$ cat src/design/lanwl_pkg.sv
// Package of constants and carrier types for the initial word loader.
package lanwl_pkg;

  // ************************************************************
  // Word bit positions
  // ************************************************************
  localparam int unsigned PIN_ZERO_DATA_POS = 0;
  localparam int unsigned PIN_ONE_DATA_POS = 1;
  localparam int unsigned COLD_WAKE_ADV_POS = 2;
  localparam int unsigned GIGA_OFF_LOW_PWR_POS = 3;
  localparam int unsigned PIN_ZERO_DIR_POS = 8;
  localparam int unsigned PIN_ONE_DIR_POS = 9;
  localparam int unsigned PREFETCH_POS = 9;
  localparam int unsigned NARROW_BASE_POS = 10;

  // ************************************************************
  // Values after reset, before any word has been loaded
  // ************************************************************
  localparam logic RST_GIGA_OFF_LOW_PWR = 1'h1;
  localparam logic RST_COLD_WAKE_ADV = 1'h1;
  localparam logic RST_PIN_DATA = 1'h0;
  localparam logic RST_PIN_DIR = 1'h0;
  localparam logic RST_NARROW_BASE = 1'h1;
  localparam logic RST_PREFETCH = 1'h0;

  // Base address register type field encodings.
  localparam logic [1:0] BAR_TYPE_32 = 2'h0;
  localparam logic [1:0] BAR_TYPE_64 = 2'h2;

  // ************************************************************
  // Carrier types
  // ************************************************************
  typedef struct packed {
    logic giga_off_low_pwr;
    logic cold_wake_advertise_enable;
    logic pin_one_data_bit;
    logic pin_zero_data_bit;
    logic pin_one_direction_bit;
    logic pin_zero_direction_bit;
    logic narrow_base_layout_sel;
    logic prefetch_attribute_sel;
  } lanwl_cfg_t;

  typedef struct packed {
    lanwl_cfg_t cfg;
    logic pin_loaded;
    logic func_loaded;
  } lanwl_state_t;

endpackage

$ cat src/design/lanwl_loader.sv
// Initial word loader for pin-control and functions-control configuration words.
`timescale 1ns/1ns

module lanwl_loader
  import lanwl_pkg::*;
(
  input wire logic clk_i,
  input wire logic rst_b_i,
  input wire logic pin_word_valid_i,
  input wire logic [15:0] pin_word_i,
  input wire logic func_word_valid_i,
  input wire logic [15:0] func_word_i,
  input wire logic fully_active_power_state_i,
  input wire logic aux_power_present_i,
  output logic giga_block_o,
  output logic pm_cold_wake_cap_o,
  output logic cold_wake_advertise_ctl_o,
  output logic pin_one_data_bit_o,
  output logic pin_zero_data_bit_o,
  output logic pin_one_direction_bit_o,
  output logic pin_zero_direction_bit_o,
  output logic general_soft_pin1_o,
  output logic general_soft_pin1_oe_o,
  output logic general_soft_pin0_o,
  output logic general_soft_pin0_oe_o,
  output logic narrow_base_layout_sel_o,
  output logic prefetch_attribute_sel_o,
  output logic [1:0] bar_type_o,
  output logic pin_loaded_o,
  output logic func_loaded_o
);

  // ************************************************************
  // Local constants
  // ************************************************************
  localparam int unsigned WORD_W = 16;
  localparam int unsigned PIN_COUNT = 2;

  // Held from reset until the store hands a word over, so a part with an empty store
  // still blocks gigabit in low power and shows the legacy 32-bit layout.
  localparam lanwl_cfg_t CFG_AT_RESET = '{
    giga_off_low_pwr: RST_GIGA_OFF_LOW_PWR,
    cold_wake_advertise_enable: RST_COLD_WAKE_ADV,
    pin_one_data_bit: RST_PIN_DATA,
    pin_zero_data_bit: RST_PIN_DATA,
    pin_one_direction_bit: RST_PIN_DIR,
    pin_zero_direction_bit: RST_PIN_DIR,
    narrow_base_layout_sel: RST_NARROW_BASE,
    prefetch_attribute_sel: RST_PREFETCH
  };

  localparam lanwl_state_t STATE_AT_RESET = '{
    cfg: CFG_AT_RESET,
    pin_loaded: 1'h0,
    func_loaded: 1'h0
  };

  // ************************************************************
  // Word decoding
  // ************************************************************
  // Copies the used pin-control fields over an existing configuration.
  function automatic lanwl_cfg_t take_pin_word(
    input lanwl_cfg_t cur,
    input logic [WORD_W-1:0] word
  );
    lanwl_cfg_t upd;
    upd = cur;
    upd.giga_off_low_pwr = word[GIGA_OFF_LOW_PWR_POS];
    upd.cold_wake_advertise_enable = word[COLD_WAKE_ADV_POS];
    upd.pin_one_data_bit = word[PIN_ONE_DATA_POS];
    upd.pin_zero_data_bit = word[PIN_ZERO_DATA_POS];
    upd.pin_one_direction_bit = word[PIN_ONE_DIR_POS];
    upd.pin_zero_direction_bit = word[PIN_ZERO_DIR_POS];
    return upd;
  endfunction

  // Only the layout and prefetch bits are picked out; the reserved bits have no path onward.
  function automatic lanwl_cfg_t take_func_word(
    input lanwl_cfg_t cur,
    input logic [WORD_W-1:0] word
  );
    lanwl_cfg_t upd;
    upd = cur;
    upd.narrow_base_layout_sel = word[NARROW_BASE_POS];
    upd.prefetch_attribute_sel = word[PREFETCH_POS];
    return upd;
  endfunction

  // In the fully active state the link is never held back, whatever was loaded.
  function automatic logic blocks_gigabit(
    input lanwl_cfg_t cfg,
    input logic fully_active
  );
    return cfg.giga_off_low_pwr & ~fully_active;
  endfunction

  // Without auxiliary power no wake from cold can be promised, whatever the store says.
  function automatic logic reports_cold_wake(
    input lanwl_cfg_t cfg,
    input logic aux_present
  );
    return cfg.cold_wake_advertise_enable & aux_present;
  endfunction

  // The layout bit is used as loaded, even when it is paired badly with the prefetch bit.
  function automatic logic [1:0] bar_type_of(
    input lanwl_cfg_t cfg
  );
    logic [1:0] code;
    if (cfg.narrow_base_layout_sel) begin
      code = BAR_TYPE_32;
    end else begin
      code = BAR_TYPE_64;
    end
    return code;
  endfunction

  // Index one is general pin one and index zero is general pin zero.
  function automatic logic [PIN_COUNT-1:0] pin_data_of(
    input lanwl_cfg_t cfg
  );
    return {cfg.pin_one_data_bit, cfg.pin_zero_data_bit};
  endfunction

  function automatic logic [PIN_COUNT-1:0] pin_dir_of(
    input lanwl_cfg_t cfg
  );
    return {cfg.pin_one_direction_bit, cfg.pin_zero_direction_bit};
  endfunction

  // ************************************************************
  // State
  // ************************************************************
  lanwl_state_t state_r;
  lanwl_state_t state_nxt;

  // Both words may arrive in one cycle; they touch separate fields, so neither hides the other.
  always_comb begin
    state_nxt = state_r;
    if (pin_word_valid_i) begin
      state_nxt.cfg = take_pin_word(state_nxt.cfg, pin_word_i);
      state_nxt.pin_loaded = 1'h1;
    end
    if (func_word_valid_i) begin
      state_nxt.cfg = take_func_word(state_nxt.cfg, func_word_i);
      state_nxt.func_loaded = 1'h1;
    end
  end

  // The reset is asynchronous so the defaults stand even before the clock runs.
  always_ff @(posedge clk_i or negedge rst_b_i) begin
    if (!rst_b_i) begin
      state_r <= STATE_AT_RESET;
    end else begin
      state_r <= state_nxt;
    end
  end

  // ************************************************************
  // General pins
  // ************************************************************
  lanwl_cfg_t cfg_w;
  logic [PIN_COUNT-1:0] pin_data_w;
  logic [PIN_COUNT-1:0] pin_dir_w;
  logic [PIN_COUNT-1:0] pin_level_w;
  logic [PIN_COUNT-1:0] pin_enable_w;

  assign cfg_w = state_r.cfg;
  assign pin_data_w = pin_data_of(cfg_w);
  assign pin_dir_w = pin_dir_of(cfg_w);

  // The level is presented even while a pin is an input; the pad ignores it until enabled.
  for (genvar pin_idx = 0; pin_idx < PIN_COUNT; pin_idx++) begin : gen_pin
    assign pin_level_w[pin_idx] = pin_data_w[pin_idx];
    assign pin_enable_w[pin_idx] = pin_dir_w[pin_idx];
  end

  assign pin_one_data_bit_o = pin_data_w[1];
  assign pin_zero_data_bit_o = pin_data_w[0];
  assign pin_one_direction_bit_o = pin_dir_w[1];
  assign pin_zero_direction_bit_o = pin_dir_w[0];
  assign general_soft_pin1_o = pin_level_w[1];
  assign general_soft_pin1_oe_o = pin_enable_w[1];
  assign general_soft_pin0_o = pin_level_w[0];
  assign general_soft_pin0_oe_o = pin_enable_w[0];

  // ************************************************************
  // Power management outputs
  // ************************************************************
  // Power state and aux power act at once, so a state change is never seen a cycle late.
  assign giga_block_o = blocks_gigabit(cfg_w, fully_active_power_state_i);
  assign pm_cold_wake_cap_o = reports_cold_wake(cfg_w, aux_power_present_i);
  assign cold_wake_advertise_ctl_o = cfg_w.cold_wake_advertise_enable;

  // ************************************************************
  // Base address outputs
  // ************************************************************
  assign narrow_base_layout_sel_o = cfg_w.narrow_base_layout_sel;
  assign prefetch_attribute_sel_o = cfg_w.prefetch_attribute_sel;
  assign bar_type_o = bar_type_of(cfg_w);

  // ************************************************************
  // Load tracking
  // ************************************************************
  // The flags stay set until reset, so a later reload of the same word leaves them alone.
  assign pin_loaded_o = state_r.pin_loaded;
  assign func_loaded_o = state_r.func_loaded;

endmodule

$ cat config.mk
export PLATFORM = sky130hd
export DESIGN_NAME = lanwl_loader
export DESIGN_NICKNAME = d
export VERILOG_FILES = /design/src/design/lanwl_pkg.sv /design/src/design/lanwl_loader.sv
export SDC_FILE = /design/constraint.sdc
export NUM_CORES = 1
export LEC_CHECK = 0
export BUFFER_PORTS_ARGS = -buffer_cell sky130_fd_sc_hd__clkbuf_2
export CAP_MARGIN = 15
export CORE_AREA = 3 3 43 45
export DETAILED_ROUTE_END_ITERATION = 8
export DIE_AREA = 0 0 46 48
export PLACE_DENSITY_LB_ADDON = 0.12
export REMOVE_ABC_BUFFERS = 1
export SYNTH_ARGS = -nofsm -noshare
export SYNTH_HDL_FRONTEND = slang
export SYNTH_SLANG_ARGS = --single-unit
$ cat constraint.sdc
create_clock -name clk_i -period 1.1 [get_ports clk_i]
set_input_delay 0.33 -clock clk_i [delete_from_list [all_inputs] [get_ports clk_i]]
set_output_delay 0.33 -clock clk_i [all_outputs]
set_load 0.05 [all_outputs]
* Word-level counts from Yosys, hierarchy flattened
Cells that the tools add are included.
** Word-level totals
- Logic and storage cells :: 16
- Input port bits :: 38
- Output and inout bits :: 17
- Register bits :: 10
** Operators by class
- Bitwise operators :: 3
- Mux-type cells :: 3
** Operator list (count)
- $mux W9 :: 1
- $mux W2 :: 2
- $and A1 B1 Y1 :: 2
- $not A1 Y1 :: 1

* Depth between registers and ports, before layout
- Word-level depth :: 2
- Gate-level depth with buffers :: 2
- Mapped depth without buffers :: 1

* Least setup slack after synthesis
OpenSTA, ideal clock, no wires.
- Path kind :: register to output
- Start :: register state_r, in the netlist cfg_w[7]
- End :: output giga_block_o
- Data arrival time :: 1220 ps
- Path buffers :: 0
- Data required time :: 770 ps
- Stages on the path, launching flop included :: 2
- Setup slack :: -450 ps
- Cell sequence :: dfstp_2 nor2b_1
** On the way
- Cells in the longest elaborated chain, start to end :: 1
** RTL lines
- start: declaration :: RTL line lanwl_loader.sv:134 : lanwl_state_t state_r;
- start signal: assignment :: RTL line lanwl_loader.sv:155 : state_r <= state_nxt;
- $and A1 B1 Y1 :: RTL line lanwl_loader.sv:94 : return cfg.giga_off_low_pwr & ~fully_active;
- end: declaration :: RTL line lanwl_loader.sv:15 : output logic giga_block_o,
No other way between the ends.

* Worst setup path in the final report
- Start :: register state_r, in the netlist cold_wake_advertise_ctl_o
- End :: output pm_cold_wake_cap_o
** On the way
- Cells in the longest elaborated chain, start to end :: 1
** RTL lines
- $and A1 B1 Y1 :: RTL line lanwl_loader.sv:102 : return cfg.cold_wake_advertise_enable & aux_present;
- end: declaration :: RTL line lanwl_loader.sv:16 : output logic pm_cold_wake_cap_o,
No other way between the ends.

==> impl_metrics.json <==
{
  "outcome": "complete, but fails checks",
  "violations": "negative setup slack",
  "rsz0062_at_grt": "true",
  "worst-path-max-fanout": 2,
  "clk_latency_ns": 0.25,
  "yosysUniqueCellTypes": 12,
  "required_ns": 0.77,
  "track_usage_pct": 8.942,
  "hold_violations": 0,
  "hold_path_class": "in -> reg",
  "hpwlAfterDp_um": 607,
  "multiInputGateArea_um2": 151.4,
  "reg2regPathDepth": 3,
  "fin_crit_ns": 1.415,
  "drv_cap": 0,
  "synth.avg_cell_area_um2": 14.93,
  "fillers": 130,
  "path_clk_slew_ns": 0.07,
  "p_per_area_mw_per_mm2": 1493,
  "place_area_um2": 564.3,
  "final.period_utilization_pct": 128.6,
  "arrival_ns": 1.09,
  "cts-root-buf": "clkbuf_4",
  "yosys_register_bits": 10,
  "areaGrowthSynthToFinish_pct": 84.08,
  "clock_skew_ns": 0,
  "utilization_pct": 54.73,
  "cts_tree": "built",
  "grt_antenna_before_repair": 0,
  "drtPass1Iterations": 1,
  "mostFrequentLayoutCell": "buf_8",
  "rr_endpoint": "cold_wake_advertise_ctl_o",
  "worst_slack_ns": -0.3151,
  "num_rows": 14,
  "overflow": 0,
  "layout.area.seq_um2": 259.0,
  "hp-start": "pin_word_i[8]",
  "port_buffers": 29,
  "yosysWarnings": 0,
  "clock_path_buffers": 2,
  "numClockSinks": 10,
  "hold_end": "general_soft_pin0_oe_o",
  "crit_path_start_kind": "flip-flop",
  "cts_buffers": 3,
  "syn_area_um2": 447.9,
  "io_pins": 55,
  "vias_per_cell": 4.132,
  "initial_core_util_pct": 29.73,
  "grt_pass1_vias": 338,
  "drtAntennaViolNets": 0,
  "final_cell_mix": "14 x buf_8, 13 x clkbuf_2, 6 x mux2_4",
  "dieWidth_um": 46,
  "place.gp.congestion": 0.5897,
  "diodes": 0,
  "synth_area_leaders": "dfrtp_1 39%, mux2_4 20%, dfstp_2 18%",
  "cp-startpoint": "cold_wake_advertise_ctl_o",
  "synth-seq-area-share_pct": 56.70,
  "finalSetupViolCount": 16,
  "p_leak_nw": 0.3993,
  "synth_top_area_share_pct": 39.11,
  "routed_wl_um": 886,
  "critPathCaptureType": "primary output",
  "die_area_mm2": 0.002208,
  "ff2ff_setup_slack_ns": 0.18,
  "synth_cells": 30,
  "fp.dieH_um": 48,
  "rr_startpoint": "cold_wake_advertise_ctl_o",
  "design_area_um2": 824.5,
  "ir_drop_v": 0.0008552,
  "fin_nets": 99,
  "via_count": 314,
  "drc": 0,
  "routedWlPerCell_um": 11.66,
  "drive_gt1_share_pct": 90.00,
  "synth_top_area_cell": "dfrtp_1",
  "core_mm2": 0.001506,
  "holdPathStages": 2,
  "slew_violations": 0,
  "htreeDepth": 1,
  "fin_setup_tns_ns": -2.123,
  "fmax_mhz": 706.7,
  "grt_max_degree": 11,
  "drtIter0Drc": 0,
  "worstSetupPathType": "reg -> out",
  "grt_pass1_wl_mm": 1.359
}
[cells by family (layout without fill, tap and decap cells)]
family	Yosys count	count (layout)	share of synthesized area, %
other	1	1	0.8372
muxes	8	8	25.14
DFF	10	10	56.71
and+or+nand+nor	4	4	5.590
buffers and inverters	7	37	11.73
[per-layer routing]
layer	up-vias	global-route usage (%)	wire [µm]
met5	-	0	0
met4	0	5.114	0
met3	0	3.759	116
met2	22	12.64	418
met1	144	11.36	351
li1	148	-	-
[critical path: stages, from the launching register on]
cell       delay [ns]
dfstp_2          0.54
and2_4           0.14
clkbuf_16        0.15
[how the worst max path moves through the flow]
stage / endpoint / slack, ns / cells after the start
6_report: pm_cold_wake_cap_o / -0.32 / 2
3_3_place_gp: giga_block_o / -0.13 / 2
3_5_place_dp: giga_block_o / -0.14 / 2
2_1_floorplan: giga_block_o / -0.45 / 1
5_1_grt: giga_block_o / -0.36 / 2
4_1_cts: giga_block_o / -0.34 / 2
[state kept, by name, summed over array words and instances (netlist names)]
signal,cells
narrow_base_layout_sel_o,1
general_soft_pin1_oe_o,1
func_loaded_o,1
pin_loaded_o,1
general_soft_pin1_o,1
prefetch_attribute_sel_o,1
cfg_w,1
general_soft_pin0_oe_o,1
cold_wake_advertise_ctl_o,1
general_soft_pin0_o,1
[per-stage QoR]
stage | power, W | worst slack [ns] | std cells | hold WS (ns)
floorplan | 0.0006692 | -0.4498 | 24 | 0.03441
global placement | 0.0007589 | -0.1307 | 69 | 0.2107
detailed placement | 0.0007590 | -0.1367 | 69 | 0.2087
CTS | 0.001196 | -0.3362 | 74 | 0.2946
global route | 0.001291 | -0.3557 | 76 | 0.2908
finish | 0.001231 | -0.3151 | 76 | 0.3015
[report_power, final]
group	internal [W]	switching (W)
logic	0.000221	0.000246
registers	0.000409	0.0000360
clock network	0.000200	0.000119
[cell usage after synthesis]
master and instances:
inv_1 1, dfrtp_1 7, mux2_2 2, nor2b_1 1
buf_6 1, dfstp_2 3, and2_1 1, mux2_4 6
conb_1 1, or2_2 1, or2_1 1, buf_4 5
[layout make-up]
type                            count  area share (%)
Sequential cell                    10           31.41
Inverter                            1          0.4552
Tap cell                           16           2.428
Multi-Input combinational cell     13           18.36
Clock buffer                        4           4.401
Timing Repair Buffer               32           42.94
[timing repair]
| action | CTS | global route |
|---|---|---|
| buffers inserted | 0 | 2 |
| hold buffers | 1 | 0 |
| resized for setup | 38 | 19 |
| setup endpoints to repair | 16 | 16 |
| endpoints found under the hold margin | 7 | 0 |
(Power assumes the default switching activity.)
